--- src/rtl/cpr_pkg.sv ---
// shared constants of the reset and power status block
package cpr_pkg;
	// ****************************************************************
	// pin widths and idle levels
	// ****************************************************************
	localparam int        CPR_REQ_W      = 5;
	localparam int        CPR_RSP_W      = 3;
	localparam int        CPR_STRAP_W    = 4;
	localparam int        CPR_SYNC_DEPTH = 2;
	localparam logic [4:0] CPR_REQ_IDLE_N = 5'h1F;
	localparam logic [2:0] CPR_RSP_IDLE_N = 3'h7;
	localparam logic       CPR_PSI_OFF_N  = 1'h1;
	localparam logic       CPR_STB_IDLE_N = 1'h1;

	// ****************************************************************
	// states, one-hot
	// ****************************************************************
	typedef enum logic [2:0] {
		CPR_ST_RST  = 3'h1,
		CPR_ST_IDLE = 3'h2,
		CPR_ST_REQ  = 3'h4
	} cpr_state_t;
endpackage : cpr_pkg

--- src/rtl/cpr_sync.sv ---
// two-flop synchroniser for pin inputs
`timescale 1ns/10ps
`default_nettype none
module cpr_sync
	import cpr_pkg::*;
#(
	parameter int W     = 1,
	parameter logic [W-1:0] INIT = '1
)(
	input  wire logic         ref_clk_i, // reference clock
	input  wire logic         rst_i,     // sync reset, active high
	input  wire logic         clk_en_i,  // clock enable
	input  wire logic [W-1:0] d_i,       // asynchronous inputs
	output logic      [W-1:0] q_o        // synchronised outputs
);
	logic [W-1:0] meta_reg;
	logic [W-1:0] sync_reg;

	always_ff @(posedge ref_clk_i)
	begin
		if (rst_i)
		begin
			meta_reg <= INIT;
			sync_reg <= INIT;
		end
		else if (clk_en_i)
		begin
			meta_reg <= d_i;
			sync_reg <= meta_reg;
		end
	end

	assign q_o = sync_reg;
endmodule : cpr_sync
`default_nettype wire

--- src/rtl/cpr_top.sv ---
// reset, power status and bus command signalling of the processor
`timescale 1ns/10ps
`default_nettype none
module cpr_top
	import cpr_pkg::*;
#(
	parameter int STRAP_W = CPR_STRAP_W
)(
	input  wire logic               ref_clk_i,            // bus clock, 100 MHz
	input  wire logic               rst_i,                // sync reset, active high
	input  wire logic               clk_en_i,             // clock enable
	input  wire logic               reset_n_i,            // processor reset pin
	input  wire logic               supply_ok_i,          // power-good pin
	input  wire logic [STRAP_W-1:0] strap_i,              // configuration straps
	input  wire logic               deep_sleep_i,         // core in Deep Sleep
	input  wire logic               own_bus_i,            // this agent owns the bus
	input  wire logic               req_start_i,          // issue request, pulse
	input  wire logic [4:0]         req_type_i,           // request type, active high
	input  wire logic               rsp_start_i,          // drive response, pulse
	input  wire logic [2:0]         rsp_code_i,           // response code, active high
	input  wire logic [2:0]         response_status_n_i,  // response pins in
	output logic                    power_status_ind_n_o, // power status, active low
	output logic [4:0]              req_cmd_n_o,          // request pins out
	output logic                    req_cmd_oe_o,         // request pins enable
	output logic                    addr_strobe0_n_o,     // address strobe out
	output logic                    addr_strobe0_oe_o,    // address strobe enable
	output logic [2:0]              response_status_n_o,  // response pins out
	output logic                    response_status_oe_o, // response pins enable
	output logic                    rsp_valid_o,          // response received, high while pins not idle
	output logic [2:0]              rsp_status_o,         // received code, active high
	output logic                    core_rst_o,           // core held in reset
	output logic                    cache_inval_o,        // invalidate caches, pulse
	output logic                    cache_wb_en_o,        // write-back allowed
	output logic [STRAP_W-1:0]      strap_o               // captured straps
);
	// ****************************************************************
	// parameter check
	// ****************************************************************
	generate
		if (STRAP_W < 1 || STRAP_W > 32)
		begin : g_bad_strap
			$error("cpr_top: STRAP_W out of range");
		end
	endgenerate

	// ****************************************************************
	// state
	// ****************************************************************
	typedef struct packed {
		cpr_state_t         state;
		logic [4:0]         req_n;
		logic               req_oe;
		logic [2:0]         rsp_n;
		logic               rsp_oe;
		logic               psi_n;
		logic               inval;
		logic [2:0]         rx_code;
		logic               rx_vld;
		logic [STRAP_W-1:0] straps;
	} cpr_regs_t;

	cpr_regs_t          r_reg;
	cpr_regs_t          r_next;
	logic               reset_n_s;
	logic               supply_ok_s;
	logic [2:0]         rsp_in_s;
	logic [STRAP_W-1:0] strap_s;
	logic               rst_act;
	logic               rx_act;

	// any pin not idle means a response is on the wires
	function automatic logic rsp_busy(input logic [2:0] lines_n);
		rsp_busy = (lines_n != CPR_RSP_IDLE_N);
	endfunction : rsp_busy

	// ****************************************************************
	// pin synchronisers
	// ****************************************************************
	cpr_sync #(
		.W    (STRAP_W + 5),
		.INIT ({{STRAP_W{1'b0}}, 2'h0, CPR_RSP_IDLE_N})
	) u_sync (
		.ref_clk_i (ref_clk_i),
		.rst_i     (rst_i),
		.clk_en_i  (clk_en_i),
		.d_i       ({strap_i, reset_n_i, supply_ok_i, response_status_n_i}),
		.q_o       ({strap_s, reset_n_s, supply_ok_s, rsp_in_s})
	);

	// power not good is treated as reset
	assign rst_act = !reset_n_s || !supply_ok_s;
	assign rx_act  = rsp_busy(rsp_in_s) && !rst_act;

	// ****************************************************************
	// next state
	// ****************************************************************
	always_comb
	begin
		r_next        = r_reg;
		r_next.inval  = 1'b0;
		r_next.rx_vld = 1'b0;
		r_next.rsp_oe = 1'b0;
		r_next.rsp_n  = CPR_RSP_IDLE_N;
		r_next.psi_n  = !(deep_sleep_i && !rst_act);
		case (r_reg.state)
			CPR_ST_RST:
			begin
				if (!rst_act)
				begin
					r_next.straps = strap_s;
					r_next.state  = CPR_ST_IDLE;
				end
			end
			CPR_ST_IDLE:
			begin
				if (req_start_i && own_bus_i)
				begin
					r_next.req_n  = ~req_type_i;
					r_next.req_oe = 1'b1;
					r_next.state  = CPR_ST_REQ;
				end
			end
			CPR_ST_REQ:
			begin
				r_next.req_n  = CPR_REQ_IDLE_N;
				r_next.req_oe = 1'b0;
				r_next.state  = CPR_ST_IDLE;
			end
			default:
			begin
				r_next.state = CPR_ST_RST;
			end
		endcase
		if (rsp_start_i && !rst_act)
		begin
			r_next.rsp_n  = ~rsp_code_i;
			r_next.rsp_oe = 1'b1;
		end
		if (rx_act)
		begin
			r_next.rx_code = ~rsp_in_s;
			r_next.rx_vld  = 1'b1;
		end
		if (rst_act)
		begin
			r_next.req_n  = CPR_REQ_IDLE_N;
			r_next.req_oe = 1'b0;
			r_next.rsp_n  = CPR_RSP_IDLE_N;
			r_next.rsp_oe = 1'b0;
			r_next.state  = CPR_ST_RST;
			r_next.inval  = (r_reg.state != CPR_ST_RST);
		end
	end

	always_ff @(posedge ref_clk_i)
	begin
		if (rst_i)
		begin
			r_reg.state   <= CPR_ST_RST;
			r_reg.req_n   <= CPR_REQ_IDLE_N;
			r_reg.req_oe  <= 1'b0;
			r_reg.rsp_n   <= CPR_RSP_IDLE_N;
			r_reg.rsp_oe  <= 1'b0;
			r_reg.psi_n   <= CPR_PSI_OFF_N;
			r_reg.inval   <= 1'b0;
			r_reg.rx_code <= 3'h0;
			r_reg.rx_vld  <= 1'b0;
			r_reg.straps  <= '0;
		end
		else if (clk_en_i)
		begin
			r_reg <= r_next;
		end
	end

	// ****************************************************************
	// outputs
	// ****************************************************************
	assign power_status_ind_n_o = r_reg.psi_n;
	assign req_cmd_n_o          = r_reg.req_n;
	assign req_cmd_oe_o         = r_reg.req_oe;
	assign addr_strobe0_n_o     = r_reg.req_oe ? 1'b0 : CPR_STB_IDLE_N;
	assign addr_strobe0_oe_o    = r_reg.req_oe;
	assign response_status_n_o  = r_reg.rsp_n;
	assign response_status_oe_o = r_reg.rsp_oe;
	assign rsp_valid_o          = r_reg.rx_vld;
	assign rsp_status_o         = r_reg.rx_code;
	assign core_rst_o           = (r_reg.state == CPR_ST_RST);
	assign cache_wb_en_o        = (r_reg.state != CPR_ST_RST);
	assign cache_inval_o        = r_reg.inval;
	assign strap_o              = r_reg.straps;
endmodule : cpr_top
`default_nettype wire

--- config.mk ---
export PLATFORM = sky130hd
export DESIGN_NAME = cpr_top
export DESIGN_NICKNAME = d
export VERILOG_FILES = /design/src/rtl/cpr_pkg.sv /design/src/rtl/cpr_sync.sv /design/src/rtl/cpr_top.sv
export SDC_FILE = /design/constraint.sdc
export NUM_CORES = 1
export LEC_CHECK = 0
export BUFFER_PORTS_ARGS = -buffer_cell sky130_fd_sc_hd__buf_2
export CAP_MARGIN = 20
export CORE_UTILIZATION = 51
export CTS_CLUSTER_DIAMETER = 40
export CTS_CLUSTER_SIZE = 30
export DETAILED_ROUTE_END_ITERATION = 12
export HOLD_SLACK_MARGIN = 0.15
export PLACE_DENSITY = 0.79
export SYNTH_ARGS = -nofsm -noshare
export SYNTH_HDL_FRONTEND = slang
export SYNTH_SLANG_ARGS = --single-unit
--- constraint.sdc ---
create_clock -name ref_clk_i -period 1.95 [get_ports ref_clk_i]
set_clock_uncertainty 0.2 [all_clocks]
set_input_delay 0.0975 -clock ref_clk_i [delete_from_list [all_inputs] [get_ports ref_clk_i]]
set_output_delay 0.0975 -clock ref_clk_i [all_outputs]
set_load 0.02 [all_outputs]
Word-level counts from Yosys, hierarchy flattened
Index checks and enable logic that the tools add are counted. W data, S select, Z words.

Bits in latches: 0. Bits in read-only memories: 0. Output and inout bits: 24. Register bits: 41. Memories kept: 0. Bits of input ports: 24. Bits in writable memories: 0. Logic and storage cells: 45.

Equal/unequal tests: 6. $lt $le $gt $ge: 0. Reduce and logical (&&, ||, !) cells: 15. Multipliers: 0. Add/sub/neg operators: 0. Divide/modulo/power cells: 0. Mux-type cells: 8. Shifts and indexed selects: 0. Bitwise gates (word level): 4.

Operator list (number): $mux W13 (1); $pmux W6 S2 (1); $mux W9 (1); $ne A3 B3 Y1 const B (2); $not A3 Y3 (2); $pmux W3 S2 (1); $reduce_and A3 Y1 (2); $not A5 Y5 (1); $logic_and A1 B1 Y1 (4); $logic_not A1 Y1 (4); $mux W4 (1); $reduce_and A2 Y1 (2); $eq A3 B1 Y1 const B (1); $eq A3 B2 Y1 const B (1); $eq A3 B3 Y1 const B (1); $mux W1 (3); $ne A3 B1 Y1 const B (1); $reduce_bool A3 Y1 (1); $reduce_or A2 Y1 (1); $logic_or A1 B1 Y1 (1); $not A1 Y1 (1).

Logic depth before layout (Yosys ltp)
Gate-level depths: netlist (run 1).

Word-level depth: 6. Gate-level depth with buffers: 5. Mapped depth without buffers: 5.

Hierarchy
Synthesis (run 1) repeated with hierarchy kept, for this count alone.

Cell total of the unflattened synthesis: 186. Area, all modules: 1740.4 µm².

Modules (own cells, without submodules): cpr_top (instances 1, cells an instance 128, area each 1067.3 µm², seq. area each 460.4 µm²); cpr_sync (instances 1, cells an instance 58, area each 673.1 µm², seq. area each 360.3 µm²).

Worst setup path after synthesis (run 1)
OpenSTA, ideal clock, no wires.

Path kind: reg2reg. Start point: register r_reg[20] in the netlist's numbering. End point: register r_reg[20] in the netlist's numbering. Data arrival time: 1158 ps. Path buffers: 0. Period minus slack after synthesis: 1477 ps. Slack: 473 ps. Stages on the path, launching flop included: 6. Cell sequence: dfxtp_1 > or3b_4 > clkinv_4 > nand2_2 > o2111ai_1 > nand2b_1.

Cells in the longest elaborated chain, start to end: 4. Elaborated cells between the ends (all ways): 8. Classes of those cells: 4 x eq/ne; 2 x mux; 2 x reduce/logical.

RTL lines: start: declaration (line cpr_top.sv:62) `cpr_regs_t r_reg;`; start signal: assignment (line cpr_top.sv:172) `r_reg <= r_next;`; $eq A3 B1 Y1; net core_rst_o (line cpr_top.sv:31) `output logic core_rst_o,`; $reduce_or A2 Y1 (no line); $pmux W3 S2 (line cpr_top.sv:105) `case (r_reg.state)`; $mux W13 (line cpr_top.sv:144) `if (rst_act)`.

The timed path passes the listed nets, and every way through them passes these cells. A chain may end at the register's enable or synchronous reset.

Final worst setup path (run 1)
Start point: input clk_en_i. End point: register r_reg[22] in the netlist's numbering.

Cells in the longest elaborated chain, start to end: 1.

RTL lines: start: declaration (line cpr_top.sv:11) `input wire logic clk_en_i,`; $reduce_and A2 Y1 (no line).

Every way passes these cells.

==> results.toml, run 1 <==
[run_status]
status = "finished clean"

[clock_tree]
tritoncts.num_buffers = 5
htree_num_levels = 2
cts_sinks = 41
cts-root-buf = "sky130_fd_sc_hd__clkbuf_4"
tritoncts = "yes"
path_clk_slew_ps = 120
ctsLongestPathBuffers = 2
worstSkewPairLatency_ps = 360

[logic_synthesis]
synth_top_cells_by_area = "sky130_fd_sc_hd__dfxtp_1 (47%), sky130_fd_sc_hd__mux2i_1 (7.4%), sky130_fd_sc_hd__buf_4 (7.3%)"
synth.most_common_cell = "sky130_fd_sc_hd__dfxtp_1"
yosys.area.top_type = "sky130_fd_sc_hd__dfxtp_1"
synth.yosys.seq_area_share_pct = 46.8
synth.yosys.warnings = 0
cell_area_after_synthesis_mm2 = 0.00175
synth.cells.most_frequent = "sky130_fd_sc_hd__dfxtp_1 (41), sky130_fd_sc_hd__nor2_1 (22), sky130_fd_sc_hd__buf_4 (17)"
number_of_synthesized_flops_with_an_enable_pin = 0
yosys.area.top_type_share_pct = 46.8
ys_ff_latch = 41
synthesis.area_per_instance_um2 = 9.32
synth_cells = 188
dominantRegCellSynth = "sky130_fd_sc_hd__dfxtp_1"
yosys.cell_types.count = 32
async_reset_ff_share_pct = 0
synth.net_count = 212

[layout]
layout.core_utilization_pct = 75.5
design_area_mm2 = 0.00238
antenna-diode-count = 0
post_route_cells_drive_above_1_share_pct = 26.3
area_growth_syn_to_fin_pct = 35.8
finish.net_count = 282
filler_cell_count = 236

[sta]
rsz0062_at_grt = "no"
setup_viol = 0
slew_violations = 0
achievable-frequency_mhz = 533
max_slew.worst_pin.slew_ps = 444
setup_slack_ps = 72.3
min_period_ps = 1880
timing_hold_violations_final = 0
final.hold.worst_slack_ps = 160
timing.setup.tns_ps = 0
fin_crit_sh_pct = 96.3
relative_slew_slack_pct = 70.4

[global_route]
globalRoute.totalOverflow = 0
maximum_number_of_pins_on_one_net_before_global_route_repair = 47
vias_in_the_first_global_route = 1442
antenna_found_initial = 0
grt_pass1_wl_um = 6370
grt.total_usage_pct = 24.0

[power]
power.density_mw_per_mm2 = 642
irDropWorstVdd_mv = 0.479
static-leakage-power_nw = 0.999

[route]
drc = 0
dr_total_vias = 1550
dr_wl_met3_um = 203
dr.pass1.iters = 5
wl_um = 3940
top_layer = "met4"
detail_route.wl_per_cell_um = 13.0
first_iter_violations = 39
via_per_inst = 5.12
residual_antenna_violating_net_count_after_detailed_routing = 0
wl_met1_um = 1730
met2_length_um = 1890

[place]
place.detailed.hpwl_um = 2150
buffer_ports.inserted = 47
placed_inst_area_mm2 = 0.00189
place_congestion = 0.717
dp_worst_setup_slack_ps = 404

[die]
die_h_um = 60.6
core_area_mm2 = 0.00315
row_count = 20
dieWidth_um = 60.6
io_pins = 48
fp.dieArea_mm2 = 0.00368
initial_core_util_pct = 55.6

[worst_setup_path]
required_ps = 2050
critical_path_maximum_fanout = 16
startpoint_type = "input pin"
cp-end-kind = "flop"
critical_path_class = "input pin to flop"
worstPathArrival_ps = 1980

[hold_path]
timing.hold.worst.class = "input pin to flop"

[run]
maxCapViolCount = 0
==> worst max-delay path, stage by stage <==
cell,delay (ps)
sky130_fd_sc_hd__buf_4,170
sky130_fd_sc_hd__dlygate4sd3_1,580
sky130_fd_sc_hd__buf_4,190
sky130_fd_sc_hd__a31oi_1,100
sky130_fd_sc_hd__a211oi_1,240
sky130_fd_sc_hd__dlygate4sd3_1,600
==> routing by layer <==
metal | global-route usage [%] | vias up
met4 | 11.0 | 0
met1 | 28.9 | 718
met5 | 0 | -
met2 | 39.7 | 48
li1 | - | 772
met3 | 7.04 | 12
==> final timing paths <==
path / from / endpoint / slack, ps / cells past startpoint
setup / recovery: clk_en_i / r_reg[22] / 70 / 6
hold / removal: clk_en_i / rsp_valid_o / 160 / 4
setup reg to reg: u_sync.q_o[4] / r_reg[21] / 70 / 5
hold reg to reg: strap_o[0] / strap_o[0] / 260 / 2
==> logic make-up (layout without fill, tap and decap cells) <==
group / Yosys count / count (layout) / share of synthesized area, %
buffers and inverters: 28 / 99 / 10.3
muxes: 13 / 13 / 7.42
AOI/OAI and AO/OA: 33 / 33 / 13.6
xor gates and xnor gates: 1 / 1 / 0.500
DFF: 41 / 41 / 46.8
and+or+nand+nor: 72 / 72 / 21.3
==> placed cells by master, fill, tap and decap left out, types with 2 or more instances in the layout <==
cell,n
sky130_fd_sc_hd__nand3_1,9
sky130_fd_sc_hd__nor2_1,22
sky130_fd_sc_hd__a211oi_1,2
sky130_fd_sc_hd__dfxtp_1,38
sky130_fd_sc_hd__a31oi_1,3
sky130_fd_sc_hd__clkbuf_8,2
sky130_fd_sc_hd__nor2b_1,7
sky130_fd_sc_hd__dlygate4sd3_1,40
sky130_fd_sc_hd__o32a_1,5
sky130_fd_sc_hd__nand2_2,2
sky130_fd_sc_hd__nand2_1,11
sky130_fd_sc_hd__o21ai_0,3
sky130_fd_sc_hd__dfxtp_2,2
sky130_fd_sc_hd__mux2i_1,13
sky130_fd_sc_hd__nand2b_1,13
sky130_fd_sc_hd__buf_4,3
sky130_fd_sc_hd__a211o_1,6
sky130_fd_sc_hd__buf_2,45
sky130_fd_sc_hd__clkbuf_4,6
sky130_fd_sc_hd__a21oi_1,10
==> power by group <==
group	internal, mW	total (mW)	switching (mW)
clock	0.209	0.480	0.271
sequential	0.857	0.873	0.0156
combinational	0.106	0.175	0.0693
total	1.17	1.53	0.356
==> metrics by stage <==
stage / std cells / total power, mW
floorplan: 188 / 0.963
global placement: 255 / 0.998
detailed placement: 255 / 1.00
CTS: 303 / 1.53
global route: 303 / 1.59
finish: 303 / 1.53
==> timing repair <==
action                                 CTS  global route
setup buffers                            0             0
gates resized for setup                  0            10
hold buffers                            40             0
setup endpoints to repair                0             4
endpoints found under the hold margin   40             0
==> cell type report <==
type | instances | area [um2] | share of cell area (%)
inverter | 2 | 12.5 | 0.525
sequential | 41 | 827 | 34.7
clock buffer | 7 | 65.1 | 2.73
timing repair buffer | 89 | 656 | 27.5
tap | 44 | 55.1 | 2.31
multi-input combinational | 119 | 761 | 31.9
clock inverter | 1 | 5.00 | 0.210
(Power assumes the default switching activity.)
==> inputs of run 2 (changes only) <==
--- a/config.mk
+++ b/config.mk
@@ -7,7 +7,9 @@
 export LEC_CHECK = 0
 export BUFFER_PORTS_ARGS = -buffer_cell sky130_fd_sc_hd__buf_2
 export CAP_MARGIN = 20
-export CORE_UTILIZATION = 51
+export CELL_PAD_IN_SITES_DETAIL_PLACEMENT = 1
+export CELL_PAD_IN_SITES_GLOBAL_PLACEMENT = 1
+export CORE_UTILIZATION = 38
 export CTS_CLUSTER_DIAMETER = 40
 export CTS_CLUSTER_SIZE = 30
 export DETAILED_ROUTE_END_ITERATION = 12
==> run 2 against run 1 <==
Sequential cell count is the same. Design area down 5.2%. Highest routed layer unchanged. Non-clock buffer count shrank 15. Global-route usage decreased by 6.3 points. Power up 2.8%. Sequential power about the same. Routed wire length up 0.64%. Die area is 33% higher. Critical endpoint unchanged. Critical path depth did not move. Core utilization fell by 24 points. Combinational power decreased by 14%.
==> results.toml, run 2 (synthesis gave the netlist of run 1 again) <==
[run_status]
status = "finished clean"

[global_route]
grt.total_usage_pct = 17.7
antenna_found_initial = 0
maximum_number_of_pins_on_one_net_before_global_route_repair = 47
vias_in_the_first_global_route = 1440
grt_pass1_wl_um = 6710
globalRoute.totalOverflow = 0

[die]
initial_core_util_pct = 40.0
core_area_mm2 = 0.00438
dieWidth_um = 69.9
row_count = 24
die_h_um = 69.9
io_pins = 48
fp.dieArea_mm2 = 0.00489

[layout]
antenna-diode-count = 0
filler_cell_count = 523
area_growth_syn_to_fin_pct = 28.8
commonest_cells_after_routing_fill_and_taps_aside = "sky130_fd_sc_hd__buf_2 (46), sky130_fd_sc_hd__dfxtp_1 (38), sky130_fd_sc_hd__dlygate4sd3_1 (25)"
design_area_mm2 = 0.00226
finish.net_count = 267
post_route_cells_drive_above_1_share_pct = 27.5
layout.cells.most_common = "sky130_fd_sc_hd__buf_2"

[hold_path]
worst_hold_path.num_cells = 2
timing.hold.worst.class = "flop to flop"

[worst_setup_path]
reg2reg_setup_slack_ps = 120
ff2ff_path_depth = 5
startpoint_type = "input pin"
worstPathArrival_ps = 1880
critical_path_class = "input pin to flop"
required_ps = 1990
critical_path_maximum_fanout = 22
cp-end-kind = "flop"

[route]
drc = 0
first_iter_violations = 68
dr_total_vias = 1480
dr.pass1.iters = 4
via_per_inst = 5.00
detail_route.wl_per_cell_um = 13.4
residual_antenna_violating_net_count_after_detailed_routing = 0
wl_um = 3960

[sta]
achievable-frequency_mhz = 546
min_period_ps = 1830
setup_viol = 0
relative_slew_slack_pct = 68.1
timing_hold_violations_final = 0
fin_crit_sh_pct = 94.0
rsz0062_at_grt = "yes"
slew_violations = 0
setup_slack_ps = 117
max_slew.worst_pin.slew_ps = 478
final.hold.worst_slack_ps = 255

[power]
static-leakage-power_nw = 0.934
irDropWorstVdd_mv = 0.360
finalPower_mw = 1.57
power.density_mw_per_mm2 = 696

[place]
placed_inst_area_mm2 = 0.00190
dp_worst_setup_slack_ps = 395
place.detailed.hpwl_um = 2460
place_congestion = 0.720
buffer_ports.inserted = 47

[clock_tree]
tritoncts.num_buffers = 5
tritoncts = "yes"
htree_num_levels = 2
worstSkewPairLatency_ps = 300
cts-root-buf = "sky130_fd_sc_hd__clkbuf_8"
path_clk_slew_ps = 80
cts_sinks = 41
ctsLongestPathBuffers = 2

[run]
maxCapViolCount = 0
==> run 2: area by class of cell <==
type | count | area (um2) | share of cell area (%)
clock buffer | 5 | 68.8 | 3.05
clock inverter | 3 | 17.5 | 0.776
inverter | 2 | 12.5 | 0.554
multi-input combinational | 119 | 759 | 33.6
sequential | 41 | 827 | 36.6
tap | 52 | 65.1 | 2.88
timing repair buffer | 74 | 507 | 22.5
==> run 2: repair_timing <==
item / 4_1_cts / 5_1_grt
resized for setup: 0 / 8
setup buffers: 0 / 0
hold buffers: 25 / 0
endpoints found under the hold margin: 26 / 0
setup endpoints to repair: 0 / 2
==> run 2: worst max-delay path, cell delays in order <==
cell and delay (ps):
sky130_fd_sc_hd__dlygate4sd3_1 530, sky130_fd_sc_hd__buf_2 150, sky130_fd_sc_hd__buf_6 200, sky130_fd_sc_hd__a31oi_1 120
sky130_fd_sc_hd__a211oi_1 210, sky130_fd_sc_hd__dlygate4sd3_1 570
==> run 2: report_power, final <==
| part | leakage, nW | internal [mW] | total [mW] | switching, mW |
|---|---|---|---|---|
| Sequential | 0.335 | 0.856 | 0.873 | 0.0164 |
| Combinational | 0.555 | 0.0850 | 0.150 | 0.0652 |
| Clock | 0.0439 | 0.247 | 0.547 | 0.300 |
| Total | 0.934 | 1.19 | 1.57 | 0.382 |
==> run 2: worst paths after layout <==
check / startpoint / to
min reg2reg: strap_o[1] / strap_o[1]
min: strap_o[1] / strap_o[1]
max reg2reg: r_reg[21] / r_reg[21]
max: clk_en_i / r_reg[22]
==> run 2: layer usage <==
metal,vias to the layer above,GRT usage (%),part of all wire (%)
li1,737,-,-
met1,705,21.6,47
met2,32,29.4,48
met3,6,4.62,3.8
met4,0,7.33,1.7
met5,-,0,0
==> run 2: stage by stage <==
stage          utilization (%)  setup TNS [ps]  cells
2_1_floorplan                -               0    188
3_3_place_gp              43.3               0    263
3_5_place_dp              43.3               0    263
4_1_cts                   51.0               0    296
5_1_grt                   51.5           -2.71    296
6_report                  51.5               0    296
==> inputs of run 3 (changes only) <==
--- a/config.mk
+++ b/config.mk
@@ -15,6 +15,7 @@
 export DETAILED_ROUTE_END_ITERATION = 12
 export HOLD_SLACK_MARGIN = 0.15
 export PLACE_DENSITY = 0.79
+export REMOVE_ABC_BUFFERS = 1
 export SYNTH_ARGS = -nofsm -noshare
 export SYNTH_HDL_FRONTEND = slang
 export SYNTH_SLANG_ARGS = --single-unit
==> run 3 against run 2 <==
Power is 9.8% higher. Sequential cell count stayed put. First-iteration DRC count is 43% lower. Count of clock-buffer cells in the layout is 2 higher. Via count is 1.2% lower. Combinational power hardly changed. Non-clock buffer count is 1 higher. Worst setup slack worse by 63 ps. Critical path type is now flop to flop. Critical endpoint is now r_reg[21]. Highest routed layer unchanged.
==> results.toml, run 3 (synthesis gave the netlist of run 1 again) <==
[worst_setup_path]
crit_path_max_incr_delay_ps = 550
startpoint_type = "flop"
worstSetupStartpoint = "r_reg[20]"
r2r-start = "r_reg[20]"
ff2ff_path_depth = 5
worst_path_max_delay_cell = "sky130_fd_sc_hd__dlygate4sd3_1"
worstPathArrival_ps = 1910
critical_path_maximum_fanout = 6
required_ps = 1960
crit-reg2reg-capture = "r_reg[21]"
cp-end-kind = "flop"
critical_path_class = "flop to flop"
worstPathCellList = "nor3b_2 > nand2_1 > a21o_1 > dlygate4sd3_1 > a31oi_1"
reg2reg_setup_slack_ps = 50

[hold_path]
terminating_pin_of_the_worst_hold_path = "u_sync.q_o[8]"
timing.hold.worst.class = "input pin to flop"
worst_hold_path.num_cells = 2
worst_min_path_start = "rst_i"

[place]
dp_worst_setup_slack_ps = 295
placed_inst_area_mm2 = 0.00189
place.detailed.hpwl_um = 2440
buffer_ports.inserted = 47
place_congestion = 0.704

[die]
initial_core_util_pct = 40.0
die_h_um = 69.9
row_count = 24
fp.dieArea_mm2 = 0.00489
io_pins = 48
dieWidth_um = 69.9
core_area_mm2 = 0.00438

[clock_tree]
tritoncts = "yes"
tritoncts.num_buffers = 5
path_clk_slew_ps = 80
worstSkewPairLatency_ps = 290
cts_sinks = 41
ctsLongestPathBuffers = 2
htree_num_levels = 2
cts-root-buf = "sky130_fd_sc_hd__clkbuf_8"

[sta]
relative_slew_slack_pct = 48.5
max_slew.worst_pin.slew_ps = 772
setup_slack_ps = 53.7
setup_viol = 0
final.hold.worst_slack_ps = 158
fin_crit_sh_pct = 97.2
timing_hold_violations_final = 0
slew_violations = 0
min_period_ps = 1900
achievable-frequency_mhz = 527

[power]
static-leakage-power_nw = 0.943
irDropWorstVdd_mv = 0.463
power.density_mw_per_mm2 = 756

[route]
residual_antenna_violating_net_count_after_detailed_routing = 0
drc = 0
wl_um = 4030
dr.pass1.iters = 4
via_per_inst = 4.92
detail_route.wl_per_cell_um = 13.6
first_iter_violations = 39
dr_total_vias = 1462

[global_route]
grt_pass1_wl_um = 6680
vias_in_the_first_global_route = 1496
maximum_number_of_pins_on_one_net_before_global_route_repair = 47
antenna_found_initial = 0
grt.total_usage_pct = 17.4
globalRoute.totalOverflow = 0

[layout]
layout.cells.most_common = "sky130_fd_sc_hd__buf_2"
antenna-diode-count = 0
finish.net_count = 268
filler_cell_count = 510
post_route_cells_drive_above_1_share_pct = 26.1
design_area_mm2 = 0.00228
area_growth_syn_to_fin_pct = 30.1
commonest_cells_after_routing_fill_and_taps_aside = "sky130_fd_sc_hd__buf_2 (46), sky130_fd_sc_hd__dfxtp_1 (40), sky130_fd_sc_hd__dlygate4sd3_1 (26)"

[run]
maxCapViolCount = 0

[run_status]
status = "finished clean"
-- run 3: layout make-up --
type | count | area, um2 | share of cell area [%]
Sequential cell | 41 | 822 | 36.0
Multi-Input combinational cell | 119 | 752 | 33.0
Timing Repair Buffer | 75 | 513 | 22.5
Clock buffer | 7 | 86.3 | 3.78
Tap cell | 52 | 65.1 | 2.85
Clock inverter | 1 | 30.0 | 1.32
Inverter | 2 | 12.5 | 0.549
-- run 3: critical path, delay by kind of cell, from the launching register on --
family / cells / cell delay, ps
AND/OR/NAND/NOR: 2 / 360
flip-flops: 1 / 370
AO/OA/AOI/OAI: 2 / 330
buffers and inverters: 1 / 550
-- run 3: worst max-delay path by stage --
| stage | endpoint | slack (ps) |
|---|---|---|
| floorplan | r_reg[20] | 460 |
| global placement | strap_o[3] | 340 |
| detailed placement | strap_o[2] | 290 |
| CTS | strap_o[2] | 40 |
| global route | r_reg[21] | -10 |
| finish | r_reg[21] | 50 |
-- run 3: per-stage QoR --
| step | total power [mW] | utilization [%] | setup TNS (ps) | std cells |
|---|---|---|---|---|
| after global placement | 1.00 | 43.2 | 0 | 262 |
| after detailed placement | 1.00 | 43.2 | 0 | 262 |
| after global routing | 1.79 | 52.0 | -12.8 | 297 |
| final | 1.72 | 52.0 | 0 | 297 |
| after CTS | 1.74 | 51.7 | 0 | 296 |
| after floorplan | 0.938 | - | 0 | 162 |
-- run 3: report_power, final --
group / leakage, nW / switching (mW) / internal (mW) / total (mW)
logic: 0.550 / 0.0658 / 0.0867 / 0.152
registers: 0.334 / 0.0153 / 0.858 / 0.873
clock network: 0.0585 / 0.282 / 0.417 / 0.699
-- run 3: repair_timing --
item	in CTS	in global routing
buffers inserted	0	1
endpoints found under the setup margin	0	14
gates resized for setup	0	3
hold buffers	26	0
endpoints found under the hold margin	26	0
-- run 3: routing by layer --
| metal | vias up | GRT usage [%] | wire [um] | part of all wire [%] |
|---|---|---|---|---|
| li1 | 738 | - | - | - |
| met1 | 678 | 20.7 | 1800 | 45 |
| met2 | 41 | 30.1 | 2000 | 50 |
| met3 | 5 | 4.33 | 171 | 4.2 |
| met4 | 0 | 6.67 | 57 | 1.4 |
| met5 | - | 0 | 0 | 0 |
